**src/ring_osc_pkg.sv**
```systemverilog
/*
  Constants, field layouts and carrier types for the ring oscillator
  phase, status, sample and countdown register block.
  Assumes an APB slave with 32-bit data and byte addresses.
*/
package ring_osc_pkg;

  ////////////////////////////////////////////////////////////////////////////
  localparam int unsigned ADDR_W = 8;
  localparam int unsigned DATA_W = 32;
  localparam logic [ADDR_W-1:0] OFF_PHASE = 8'h14;
  localparam logic [ADDR_W-1:0] OFF_STATUS = 8'h18;
  localparam logic [ADDR_W-1:0] OFF_SAMPLE = 8'h1C;
  localparam logic [ADDR_W-1:0] OFF_COUNT = 8'h20;

  ////////////////////////////////////////////////////////////////////////////
  localparam int unsigned PH_KEY_LSB = 4;
  localparam int unsigned PH_KEY_MSB = 11;
  localparam int unsigned PH_EN_BIT = 3;
  localparam int unsigned PH_FLIP_BIT = 2;
  localparam int unsigned PH_SHIFT_LSB = 0;
  localparam int unsigned PH_SHIFT_MSB = 1;
  localparam logic [7:0] PH_KEY_OK = 8'hAA;
  localparam logic [7:0] PH_KEY_RST = 8'h00;
  localparam logic PH_EN_RST = 1'b1;
  localparam logic PH_FLIP_RST = 1'b0;
  localparam logic [1:0] PH_SHIFT_RST = 2'h0;

  ////////////////////////////////////////////////////////////////////////////
  localparam int unsigned ST_STABLE_BIT = 31;
  localparam int unsigned ST_BAD_BIT = 24;
  localparam int unsigned ST_DIVRUN_BIT = 16;
  localparam int unsigned ST_ENABLED_BIT = 12;
  localparam int unsigned SAMPLE_BIT = 0;
  localparam logic SAMPLE_RST = 1'b1;
  localparam logic STATUS_RST = 1'b0;

  ////////////////////////////////////////////////////////////////////////////
  localparam int unsigned DIV_CODE_W = 12;
  localparam int unsigned DIV_VAL_W = 6;
  localparam int unsigned DIV_FIELD_W = 5;
  localparam logic [DIV_CODE_W-1:0] DIV_KEY = 12'hAA0;
  localparam logic [DIV_VAL_W-1:0] DIV_MAX = 6'h1F;
  localparam logic [DIV_VAL_W-1:0] DIV_ZERO_VAL = 6'h20;
  localparam logic [DIV_VAL_W-1:0] DIV_ONE = 6'h01;
  localparam int unsigned SHIFT_DEPTH = 4;

  typedef struct packed {
    logic [7:0] key;
    logic en;
    logic flip;
    logic [1:0] shift;
  } ring_osc_phase_t;

  typedef struct packed {
    logic stable;
    logic enabled;
    logic div_running;
    logic sample;
  } ring_osc_osc_t;

endpackage

```
**src/ring_osc_sync.sv**
```systemverilog
/*
  Two flip-flop level synchroniser, one per bit, with a per-bit reset value.
  Assumes the inputs change slowly compared with the sampling clock.
*/
`timescale 1ns/1ns
module ring_osc_sync
  import ring_osc_pkg::*;
#(
  parameter int unsigned WIDTH = 1,
  parameter logic [WIDTH-1:0] RST_VAL = '0
)
(
  input wire logic pclk,
  input wire logic presetn,
  input wire logic [WIDTH-1:0] async_i,
  output logic [WIDTH-1:0] sync_o
);

  logic [WIDTH-1:0] meta_q;

  // The first stage feeds only the second stage.
  always_ff @(posedge pclk or negedge presetn)
  begin
    if (!presetn)
    begin
      meta_q <= RST_VAL;
      sync_o <= RST_VAL;
    end
    else
    begin
      meta_q <= async_i;
      sync_o <= meta_q;
    end
  end

endmodule

```
**src/ring_osc_edge.sv**
```systemverilog
/*
  Rising edge detector on an already synchronised level.
  Assumes the level comes from logic on the same clock.
*/
`timescale 1ns/1ns
module ring_osc_edge
  import ring_osc_pkg::*;
#(
  parameter logic RST_VAL = 1'b0
)
(
  input wire logic pclk,
  input wire logic presetn,
  input wire logic level_i,
  output logic rise_o
);

  logic last_q;

  always_ff @(posedge pclk or negedge presetn)
  begin
    if (!presetn)
    begin
      last_q <= RST_VAL;
    end
    else
    begin
      last_q <= level_i;
    end
  end

  assign rise_o = level_i & ~last_q;

endmodule

```
**src/ring_osc_phase_ctrl.sv**
```systemverilog
/*
  Phase output control, status, oscillator sample and countdown registers
  behind an APB slave, plus the divided and phase-shifted output.
  Assumes the ring oscillator and its status lines are asynchronous to
  pclk and run well below half the pclk rate, so every oscillator edge
  is seen after synchronisation. Divider codes and illegal writes to the
  neighbouring settings arrive from logic on pclk.
*/
// Implementation choice: register access over APB.
`timescale 1ns/1ns
module ring_osc_phase_ctrl
  import ring_osc_pkg::*;
#(
  parameter int unsigned CNT_W = 8
)
(
  input wire logic pclk,
  input wire logic presetn,
  input wire logic psel,
  input wire logic penable,
  input wire logic pwrite,
  input wire logic [ADDR_W-1:0] paddr,
  input wire logic [DATA_W-1:0] pwdata,
  output logic [DATA_W-1:0] prdata,
  output logic pready,
  output logic pslverr,
  input wire logic ring_osc_i,
  input wire logic osc_stable_i,
  input wire logic osc_enabled_i,
  input wire logic div_running_i,
  input wire logic [DIV_CODE_W-1:0] div_code_i,
  input wire logic illegal_write_ext_i,
  output logic div_clk_o,
  output logic phase_clk_o,
  output logic [DIV_VAL_W-1:0] div_value_o
);

  ////////////////////////////////////////////////////////////////////////////
  // Elaboration checks.

  generate
    if (CNT_W < 1 || CNT_W > DATA_W)
    begin : g_bad_cnt
      $error("CNT_W must lie between 1 and the data width.");
    end
  endgenerate

  ////////////////////////////////////////////////////////////////////////////
  // Declarations.

  ring_osc_phase_t phase_q;
  ring_osc_phase_t phase_wr;
  ring_osc_phase_t phase_eff;
  ring_osc_osc_t osc_raw;
  ring_osc_osc_t osc_sync;
  logic illegal_write_flag_q;
  logic [CNT_W-1:0] count_q;
  logic [DIV_VAL_W-1:0] div_val;
  logic [DIV_VAL_W-1:0] div_half;
  logic [DIV_VAL_W-1:0] div_cnt_q;
  logic div_one;
  logic div_raw_q;
  logic [SHIFT_DEPTH-1:0] hist_q;
  logic shift_tap;
  logic osc_rise;
  logic setup_ph;
  logic wr_acc;
  logic hit_phase;
  logic hit_status;
  logic hit_sample;
  logic hit_count;
  logic hit_any;
  logic [DATA_W-1:0] rd_d;
  logic [DATA_W-1:0] prdata_q;
  logic slverr_q;
  logic phase_bad_wr;

  ////////////////////////////////////////////////////////////////////////////
  // Oscillator domain inputs.

  assign osc_raw.stable = osc_stable_i;
  assign osc_raw.enabled = osc_enabled_i;
  assign osc_raw.div_running = div_running_i;
  assign osc_raw.sample = ring_osc_i;

  ring_osc_sync #(
    .WIDTH($bits(ring_osc_osc_t)),
    .RST_VAL({STATUS_RST, STATUS_RST, STATUS_RST, SAMPLE_RST})
  ) u_osc_sync (
    .pclk(pclk),
    .presetn(presetn),
    .async_i(osc_raw),
    .sync_o(osc_sync)
  );

  ring_osc_edge #(
    .RST_VAL(SAMPLE_RST)
  ) u_osc_edge (
    .pclk(pclk),
    .presetn(presetn),
    .level_i(osc_sync.sample),
    .rise_o(osc_rise)
  );

  ////////////////////////////////////////////////////////////////////////////
  // APB decode. Zero wait states; unmapped addresses answer with an error.

  assign setup_ph = psel & ~penable;
  assign wr_acc = psel & penable & pwrite & ~pslverr;

  always_comb
  begin
    hit_phase = 1'b0;
    hit_status = 1'b0;
    hit_sample = 1'b0;
    hit_count = 1'b0;
    if (paddr == OFF_PHASE)
    begin
      hit_phase = 1'b1;
    end
    else if (paddr == OFF_STATUS)
    begin
      hit_status = 1'b1;
    end
    else if (paddr == OFF_SAMPLE)
    begin
      hit_sample = 1'b1;
    end
    else if (paddr == OFF_COUNT)
    begin
      hit_count = 1'b1;
    end
  end

  assign hit_any = hit_phase | hit_status | hit_sample | hit_count;

  ////////////////////////////////////////////////////////////////////////////
  // Phase control register.

  assign phase_wr.key = pwdata[PH_KEY_MSB:PH_KEY_LSB];
  assign phase_wr.en = pwdata[PH_EN_BIT];
  assign phase_wr.flip = pwdata[PH_FLIP_BIT];
  assign phase_wr.shift = pwdata[PH_SHIFT_MSB:PH_SHIFT_LSB];

  always_ff @(posedge pclk or negedge presetn)
  begin
    if (!presetn)
    begin
      phase_q.key <= PH_KEY_RST;
      phase_q.en <= PH_EN_RST;
      phase_q.flip <= PH_FLIP_RST;
      phase_q.shift <= PH_SHIFT_RST;
    end
    else if (wr_acc && hit_phase)
    begin
      phase_q <= phase_wr;
    end
  end

  always_comb
  begin
    phase_eff = phase_q;
    if (phase_q.key != PH_KEY_OK)
    begin
      phase_eff.en = 1'b1;
      phase_eff.flip = PH_FLIP_RST;
      phase_eff.shift = PH_SHIFT_RST;
    end
  end

  assign phase_bad_wr = wr_acc & hit_phase & (phase_wr.key != PH_KEY_OK);

  ////////////////////////////////////////////////////////////////////////////
  // Illegal write flag. A new event in the clearing cycle keeps it set.

  always_ff @(posedge pclk or negedge presetn)
  begin
    if (!presetn)
    begin
      illegal_write_flag_q <= STATUS_RST;
    end
    else if (phase_bad_wr || illegal_write_ext_i)
    begin
      illegal_write_flag_q <= 1'b1;
    end
    else if (wr_acc && hit_status)
    begin
      illegal_write_flag_q <= 1'b0;
    end
  end

  ////////////////////////////////////////////////////////////////////////////
  // Countdown. A bus write wins over a decrement in the same cycle.

  always_ff @(posedge pclk or negedge presetn)
  begin
    if (!presetn)
    begin
      count_q <= '0;
    end
    else if (wr_acc && hit_count)
    begin
      count_q <= pwdata[CNT_W-1:0];
    end
    else if (osc_rise && (count_q != '0))
    begin
      count_q <= count_q - CNT_W'(1);
    end
  end

  ////////////////////////////////////////////////////////////////////////////
  // Output divider decode.

  always_comb
  begin
    div_val = DIV_MAX;
    if (div_code_i[DIV_CODE_W-1:DIV_FIELD_W] == DIV_KEY[DIV_CODE_W-1:DIV_FIELD_W])
    begin
      if (div_code_i[DIV_FIELD_W-1:0] == '0)
      begin
        div_val = DIV_ZERO_VAL;
      end
      else
      begin
        div_val = {1'b0, div_code_i[DIV_FIELD_W-1:0]};
      end
    end
  end

  assign div_one = (div_val == DIV_ONE);
  assign div_half = div_val >> 1;

  // Odd ratios from three up give a duty cycle below one half; divide by one passes the sample through.
  always_ff @(posedge pclk or negedge presetn)
  begin
    if (!presetn)
    begin
      div_cnt_q <= '0;
    end
    else if (osc_rise)
    begin
      if (div_cnt_q >= div_val - DIV_ONE)
      begin
        div_cnt_q <= '0;
      end
      else
      begin
        div_cnt_q <= div_cnt_q + DIV_ONE;
      end
    end
  end

  always_ff @(posedge pclk or negedge presetn)
  begin
    if (!presetn)
    begin
      div_raw_q <= 1'b0;
    end
    else if (div_one)
    begin
      div_raw_q <= osc_sync.sample;
    end
    else
    begin
      div_raw_q <= (div_cnt_q < div_half);
    end
  end

  ////////////////////////////////////////////////////////////////////////////
  // Phase shift by whole oscillator periods.

  always_ff @(posedge pclk or negedge presetn)
  begin
    if (!presetn)
    begin
      hist_q <= '0;
    end
    else if (osc_rise)
    begin
      hist_q <= {hist_q[SHIFT_DEPTH-2:0], div_raw_q};
    end
  end

  always_comb
  begin
    shift_tap = div_raw_q;
    if (!div_one && phase_eff.shift != PH_SHIFT_RST)
    begin
      shift_tap = hist_q[phase_eff.shift - 2'h1];
    end
  end

  // Shift changes take effect at once, so a glitch may show on the output.
  always_ff @(posedge pclk or negedge presetn)
  begin
    if (!presetn)
    begin
      phase_clk_o <= 1'b0;
      div_clk_o <= 1'b0;
    end
    else
    begin
      div_clk_o <= div_raw_q;
      if (!phase_eff.en)
      begin
        phase_clk_o <= 1'b0;
      end
      else
      begin
        phase_clk_o <= shift_tap ^ (phase_eff.flip & ~div_one);
      end
    end
  end

  assign div_value_o = div_val;

  ////////////////////////////////////////////////////////////////////////////
  // Read data, captured in the setup cycle and held through the access.

  always_comb
  begin
    rd_d = '0;
    if (hit_phase)
    begin
      rd_d[PH_KEY_MSB:PH_KEY_LSB] = phase_q.key;
      rd_d[PH_EN_BIT] = phase_q.en;
      rd_d[PH_FLIP_BIT] = phase_q.flip;
      rd_d[PH_SHIFT_MSB:PH_SHIFT_LSB] = phase_q.shift;
    end
    else if (hit_status)
    begin
      rd_d[ST_STABLE_BIT] = osc_sync.stable;
      rd_d[ST_BAD_BIT] = illegal_write_flag_q;
      rd_d[ST_DIVRUN_BIT] = osc_sync.div_running;
      rd_d[ST_ENABLED_BIT] = osc_sync.enabled;
    end
    else if (hit_sample)
    begin
      rd_d[SAMPLE_BIT] = osc_sync.sample;
    end
    else if (hit_count)
    begin
      rd_d[CNT_W-1:0] = count_q;
    end
  end

  always_ff @(posedge pclk or negedge presetn)
  begin
    if (!presetn)
    begin
      prdata_q <= '0;
      slverr_q <= 1'b0;
    end
    else if (setup_ph)
    begin
      prdata_q <= rd_d;
      slverr_q <= ~hit_any;
    end
  end

  assign prdata = prdata_q;
  assign pready = 1'b1;
  assign pslverr = psel & penable & slverr_q;

endmodule

```
**config.mk**
```make
export PLATFORM = sky130hd
export DESIGN_NAME = ring_osc_phase_ctrl
export DESIGN_NICKNAME = d
export VERILOG_FILES = /design/src/ring_osc_pkg.sv /design/src/ring_osc_sync.sv /design/src/ring_osc_edge.sv /design/src/ring_osc_phase_ctrl.sv
export SDC_FILE = /design/constraint.sdc
export NUM_CORES = 1
export LEC_CHECK = 0
export BUFFER_PORTS_ARGS = -buffer_cell sky130_fd_sc_hd__buf_4
export CAP_MARGIN = 20
export CORE_UTILIZATION = 51
export DETAILED_ROUTE_END_ITERATION = 8
export PLACE_DENSITY = 0.84
export SETUP_SLACK_MARGIN = 0.1
export SLEW_MARGIN = 20
export SYNTH_ARGS = -nofsm -noshare
export SYNTH_HDL_FRONTEND = slang
export SYNTH_SLANG_ARGS = --single-unit
```
**constraint.sdc**
```tcl
create_clock -name pclk -period 3 [get_ports pclk]
set_clock_uncertainty 0.15 [all_clocks]
set_input_delay 0.3 -clock pclk [delete_from_list [all_inputs] [get_ports pclk]]
set_output_delay 0.3 -clock pclk [all_outputs]
set_load 0.01 [all_outputs]
```
==> results of run 1 <==
-- power by group --
group	switching, uW	total [uW]	internal (uW)
Clock	303	793	490
Sequential	128	1040	917
Combinational	208	434	225
Total	639	2270	1630
-- kinds of logic (layout without fill, tap and decap cells) --
logic type	count (synthesis)	after routing
AO/OA/AOI/OAI	58	58
XOR/XNOR	8	8
adder cells (fa/ha/maj)	16	16
buffers and inverters	42	109
flip-flops	60	60
multiplexers	21	21
other	2	18
AND/OR/NAND/NOR	99	99
-- flip-flops by register name (all words and copies together) (netlist names), 4 cells and up --
| name | count |
|---|---|
| u_osc_sync.meta_q | 4 |
| count_q | 8 |
| u_osc_sync.sync_o | 4 |
| phase_q | 4 |
| div_cnt_q | 6 |
| hist_q | 4 |
| prdata | 16 |
| phase_eff | 8 |
-- cell type report --
type,instances,area (sq um),area share [%]
Inverter,14,52.6,1.31
Multi-Input combinational cell,220,1540,38.3
Clock buffer,12,145,3.61
Sequential cell,60,1510,37.5
Clock inverter,4,72.6,1.81
Timing Repair Buffer,79,608,15.1
Tap cell,75,93.8,2.33
-- repair_timing --
item | in CTS | in global routing
hold endpoints to repair | 61 | 0
setup endpoints to repair | 0 | 2
resized for setup | 0 | 2
setup buffers | 0 | 0
hold buffers | 6 | 0
-- worst paths after layout --
kind,cells after the start,endpoint,startpoint
worst min-delay path,2,phase_eff[8],pwdata[8]
min in group asynchronous,2,count_q[1],presetn
worst max register to register,9,phase_clk_o,phase_eff[8]
worst min register to register,0,u_osc_sync.sync_o[2],u_osc_sync.meta_q[2]
max in group asynchronous,2,prdata[0],presetn
worst max-delay path,9,phase_clk_o,phase_eff[8]
-- routing by layer --
layer,up-vias,GRT usage (%)
met5,-,0
met4,0,9.29
met3,13,5.73
met2,92,36.9
met1,1173,29.5
li1,1183,-
-- stage by stage --
stage                     setup WS (ps)  cells  total power, uW  cell area [sq um]
after floorplan                     127    322             1330               3280
after global placement             5.86    442             1440               3730
after detailed placement          -43.0    442             1480               3730
after CTS                           101    464             2280               4010
after global routing                126    464             2400               4020
final                               274    464             2270               4020
-- cell usage after synthesis, types with 2 or more instances --
master / instances
a31oi_1: 2
inv_1: 14
nor4bb_1: 2
nor2_1: 22
clkbuf_1: 5
a22oi_1: 7
a211o_1: 2
buf_6: 2
xnor2_1: 6
buf_4: 18
nor3_1: 6
mux2_4: 9
mux2_2: 8
xor2_1: 2
nand3_1: 3
o21ai_0: 23
conb_1: 2
nand4b_1: 2
a21o_1: 4
mux2i_1: 2
dfrtp_1: 56
nand2_1: 38
a211oi_1: 2
ha_1: 16
or3_1: 3
a21oi_1: 11
nand2_2: 2
dfstp_2: 4
nand2b_1: 5
and3_1: 3
buf_2: 2
==> out/qor.txt, run 1 <==
FF+latch count, synth: 60
PD cells: 565 nW/um^2
final worst-path cycle share: 90.9%
nets: 462
Reg clk slew, reported paths: 60 ps
maxcap violations: 0
Tightest Hold Check Type: input port to flip-flop
TNS Setup: 0 ps
CTS sink count: 60
DR vias/cell: 5.30
CP Capture Type: flip-flop
metal2 WL: 3330 um
Post-route DRC: 0
post-route ant nets: 0
synth top area cells: dfrtp_1 44%, ha_1 6.3%, nand2_1 4.5%
Total GRT Usage: 22.9%
initial DRC count: 164
most frequent cells in the layout: 73 x buf_4, 56 x dfrtp_1, 38 x nand2_1
Async SR Flop Fraction: 100%
layout cells sized above 1: 32.1%
Filler cells: 443
largest net degree at the start of global routing: 61
CP Buf/Inv Count: 1
largest area contributor in the netlist: dfrtp_1
clock tree buffer depth: 2
post-synthesis xor/xnor area fraction: 2.19%
R2R Setup Slk: 270 ps
Cells after Synth: 306
setup violators final: 0
Post-synth EDFFs: 0
WP data arrival: 2820 ps
1st-pass router iterations: 4
Die Ht: 81.3 um
register area share after synthesis: 47.0%
Ys Warns: 0
die area: 6600 sq um
clk_lat worst skew: 330 ps
share of the synthesized area in the top cell type: 43.8%
CTS buffer count: 9
post-synthesis cell area: 3200 sq um
H-tree depth: 3
Post-Synth Adder-Cell Area: 6.25%
met3 WL: 423 um
die width: 81.3 um
Hold WS: 50.5 ps
clock root buffer: clkbuf_8
I/O pin count: 104
worst-path fanout max: 4
Remaining Overflow, GRT: 0
Peak VDD IR: 318 uV
hpwl dp: 4850 um
library cells used by synthesis: 54
starting density of the core: 53.5%
Worst path max stage delay: 520 ps
n_diodes: 0
fin util: 67.1%
vias in the first global route: 2,376
min Tclk post-route: 2730 ps
status: completed
worst path cell trace: nand4b_1 -> nor4_4 -> nand2_1 -> ha_1 -> inv_1 -> mux4_2 -> mux2i_4 -> mux2i_1 -> o2bb2ai_1
Post-Synth Simple-Gate Area: 16.5%
Mean Syn Cell Area: 10.5 sq um
CTS tree: done
initial antenna violation count: 0
largest family of logic cells by synthesized area: simple AND/OR/NAND/NOR gates
Final Hold Viols: 0
predominant post-synthesis flop cell: dfrtp_1
Slew @ Worst Pin: 1060 ps
vias post-DR: 2,461
Leak Pwr: 0.00194 uW
CP startpoint kind: flip-flop
Setup Crit Path Kind: flip-flop to flip-flop
core area: 5990 sq um
met1 wire length: 2960 um
first-pass GRT wire length: 11,200 um
DR WL/cell: 14.8 um
row cnt: 28
Synth Area in Compound Gates: 11.2%
fmax: 367 MHz
RSZ-0062 raised after global routing: no
Max-Slew Margin vs Limit: 29.4%
Port Buffers: 66
critical path's top delay family: multiplexers
Slew Viols, Final: 0
Layout area overhead: 25.5%
commonest non-fill, non-tap cell in the layout: buf_4
CP required: 3100 ps
final WL: 6860 um
GPL Wtd Cong: 0.752
multiplexer share of the synthesized area: 9.06%
Max Used Layer: met4
critical path's slowest cell: mux4_2
Note: power is estimated with default switching activity, not from simulation.
==> run 2: changes to the inputs <==
CAP_MARGIN = 10   (was 20)
CORE_UTILIZATION = 55   (was 51)
PLACE_DENSITY = 0.9   (was 0.84)
clock period = 3.2 ns   (was 3 ns; I/O delays follow)
==> run 2 against run 1 <==
Sequential share of layout area is 0.23 points higher. Sequential power is 6% lower. Core utilization is 4.6 points higher. Non-clock buffer count is 3 lower. Clock power is 1% lower. Wire length is 1.4% lower. Largest power group unchanged.
==> out/qor.txt, run 2 (same netlist as run 1, synthesis figures left out) <==
power share of the combinational group: 18.5% (-0.6 points)
WP data arrival: 3030 ps (+210 ps)
Setup Crit Path Kind: input port to flip-flop
sw power: 613 uW (-4.1%)
core area: 5570 sq um (-7.0%)
vias in the first global route: 2,397 (+0.88%)
worst-path fanout max: 7 (+3)
post-CTS setup buffers: 0 (unchanged)
final WL: 6770 um (-1.4%)
Switching Fraction: 28.4% (+0.22 points)
Inst Count DP: 437 (-1.1%)
CTS tree: done
worst r2r src: phase_eff[8]
total power: 2160 uW (-4.9%)
CP Capture Type: flip-flop
Filler cells: 388 (-12%)
critical path's slowest cell: or4b_1
setup violators final: 0 (unchanged)
critical path's top delay family: simple AND/OR/NAND/NOR gates
final instance count without filler cells: 458 (-1.3%)
HP Start: illegal_write_ext_i
final worst-path cycle share: 90.9%
CP startpoint kind: input port
PD cells: 541 nW/um^2 (-4.3%)
Reg clk slew, reported paths: 70 ps (about the same)
commonest non-fill, non-tap cell in the layout: buf_4
Worst path max stage delay: 540 ps (+20 ps)
clk_lat worst skew: 340 ps (about the same)
Total GRT Usage: 24.2% (+1.3 points)
clock root buffer: clkbuf_8
Tightest Hold Check Type: input port to flip-flop
clock tree buffer depth: 2 (unchanged)
first-pass GRT wire length: 11,200 um (+0.56%)
Remaining Overflow, GRT: 0 (unchanged)
layout cells sized above 1: 31.9% (-0.27 points)
Final Hold Viols: 0 (unchanged)
start point of the critical path: div_code_i[10]
n_diodes: 0 (unchanged)
1st-pass router iterations: 4 (unchanged)
CTS buffer count: 9 (unchanged)
vias post-DR: 2,447 (-0.57%)
sequential power share: 45.2% (-0.8 points)
I/O pin count: 104 (unchanged)
status: completed
initial antenna violation count: 0 (unchanged)
CP Buf/Inv Count: 1 (unchanged)
DR WL/cell: 14.8 um (about the same)
DR vias/cell: 5.34 (+0.73%)
TNS Setup: 0 ps (unchanged)
Port Buffers: 66 (unchanged)
Slew Viols, Final: 0 (unchanged)
die width: 78.3 um (-3.6%)
largest net degree at the start of global routing: 61 (unchanged)
most frequent cells in the layout: 71 x buf_4, 56 x dfrtp_1, 38 x nand2_1
Pint: 1550 uW (-5.2%)
Slew @ Worst Pin: 740 ps (-319 ps)
maxcap violations: 0 (unchanged)
CTS sink count: 60 (unchanged)
Leak Pwr: 0.00193 uW (-0.55%)
Post-route DRC: 0 (unchanged)
hpwl dp: 4750 um (-2.1%)
fin util: 71.6% (+4.6 points)
worst path cell trace: buf_4 -> nand4b_1 -> or4b_1 -> nor2_1 -> ha_1 -> ha_1 -> a21o_1 -> a21o_1 -> a211oi_1 -> o21bai_2 -> nor3b_1 -> a211o_1
Peak VDD IR: 343 uV (+8.0%)
nets: 459 (-0.65%)
max reg flops: 16 (unchanged)
clock share of power: 36.3% (+1.4 points)
fmax: 344 MHz
GPL Wtd Cong: 0.820 (+9.1%)
Die Ht: 78.3 um (-3.6%)
Layout area overhead: 24.7%
Max-Slew Margin vs Limit: 50.6% (+21 points)
Hold WS: 24.1 ps (-26.4 ps)
die area: 6130 sq um (-7.1%)
RSZ-0062 raised after global routing: no
starting density of the core: 57.5% (+4.0 points)
CP required: 3320 ps (+220 ps)
min Tclk post-route: 2910 ps
post-route ant nets: 0 (unchanged)
H-tree depth: 3 (unchanged)
initial DRC count: 168 (+2.4%)
row cnt: 27 (-3.6%)
==> run 2: cell types whose count changed in the layout (fill, tap and decap cells not counted), moves of 2 or more <==
cell	before	now
buf_4	73	71
clkbuf_1	2	0
nor2_1	20	22
nor2_2	3	1
nor4_2	0	2
==> run 2: path summary, 6_finish.rpt <==
check / to / slack (ps) / cells past startpoint
min in group asynchronous: prdata[2] / 430 / 2
worst max register to register: phase_clk_o / 320 / 9
worst min-delay path: illegal_write_flag_q / 20 / 2
worst max-delay path: div_cnt_q[2] / 290 / 12
max in group asynchronous: prdata[31] / 1980 / 2
worst min register to register: u_osc_sync.sync_o[1] / 210 / 0
==> run 2: what timing repair did <==
| action | CTS | global route |
|---|---|---|
| endpoints found under the hold margin | 60 | 0 |
| setup endpoints to repair | 0 | 1 |
| gates resized for setup | 0 | 2 |
| hold buffers | 5 | 0 |
==> run 2: power by group through the flow <==
stage,clock network [uW],logic (uW),registers [uW]
finish,785,399,976
global placement,0,364,979
global route,831,459,995
CTS,791,395,974
detailed placement,0,388,985
floorplan,0,282,960
==> run 2: per-stage QoR <==
| stage | instance area (sq um) | setup slack, ps |
|---|---|---|
| 5_1_grt | 3990 | 106 |
| 3_3_place_gp | 3700 | 44.3 |
| 2_1_floorplan | 3260 | 213 |
| 3_5_place_dp | 3700 | -53.6 |
| 6_report | 3990 | 291 |
| 4_1_cts | 3980 | 245 |
==> run 2: area by class of cell <==
class | instances | area [sq um] | share of cell area [%]
Timing Repair Buffer | 76 | 583 | 14.6
Clock buffer | 11 | 151 | 3.79
Sequential cell | 60 | 1510 | 37.7
Multi-Input combinational cell | 220 | 1530 | 38.2
Inverter | 14 | 52.6 | 1.32
Tap cell | 72 | 90.1 | 2.26
Clock inverter | 5 | 83.8 | 2.10
==> run 2: layer usage <==
metal	GRT usage, %	part of all wire [%]	vias to the layer above
li1	-	-	1173
met1	29.8	43	1157
met2	39.3	47	106
met3	7.56	7.4	11
met4	10.6	1.8	0
met5	0	0	-
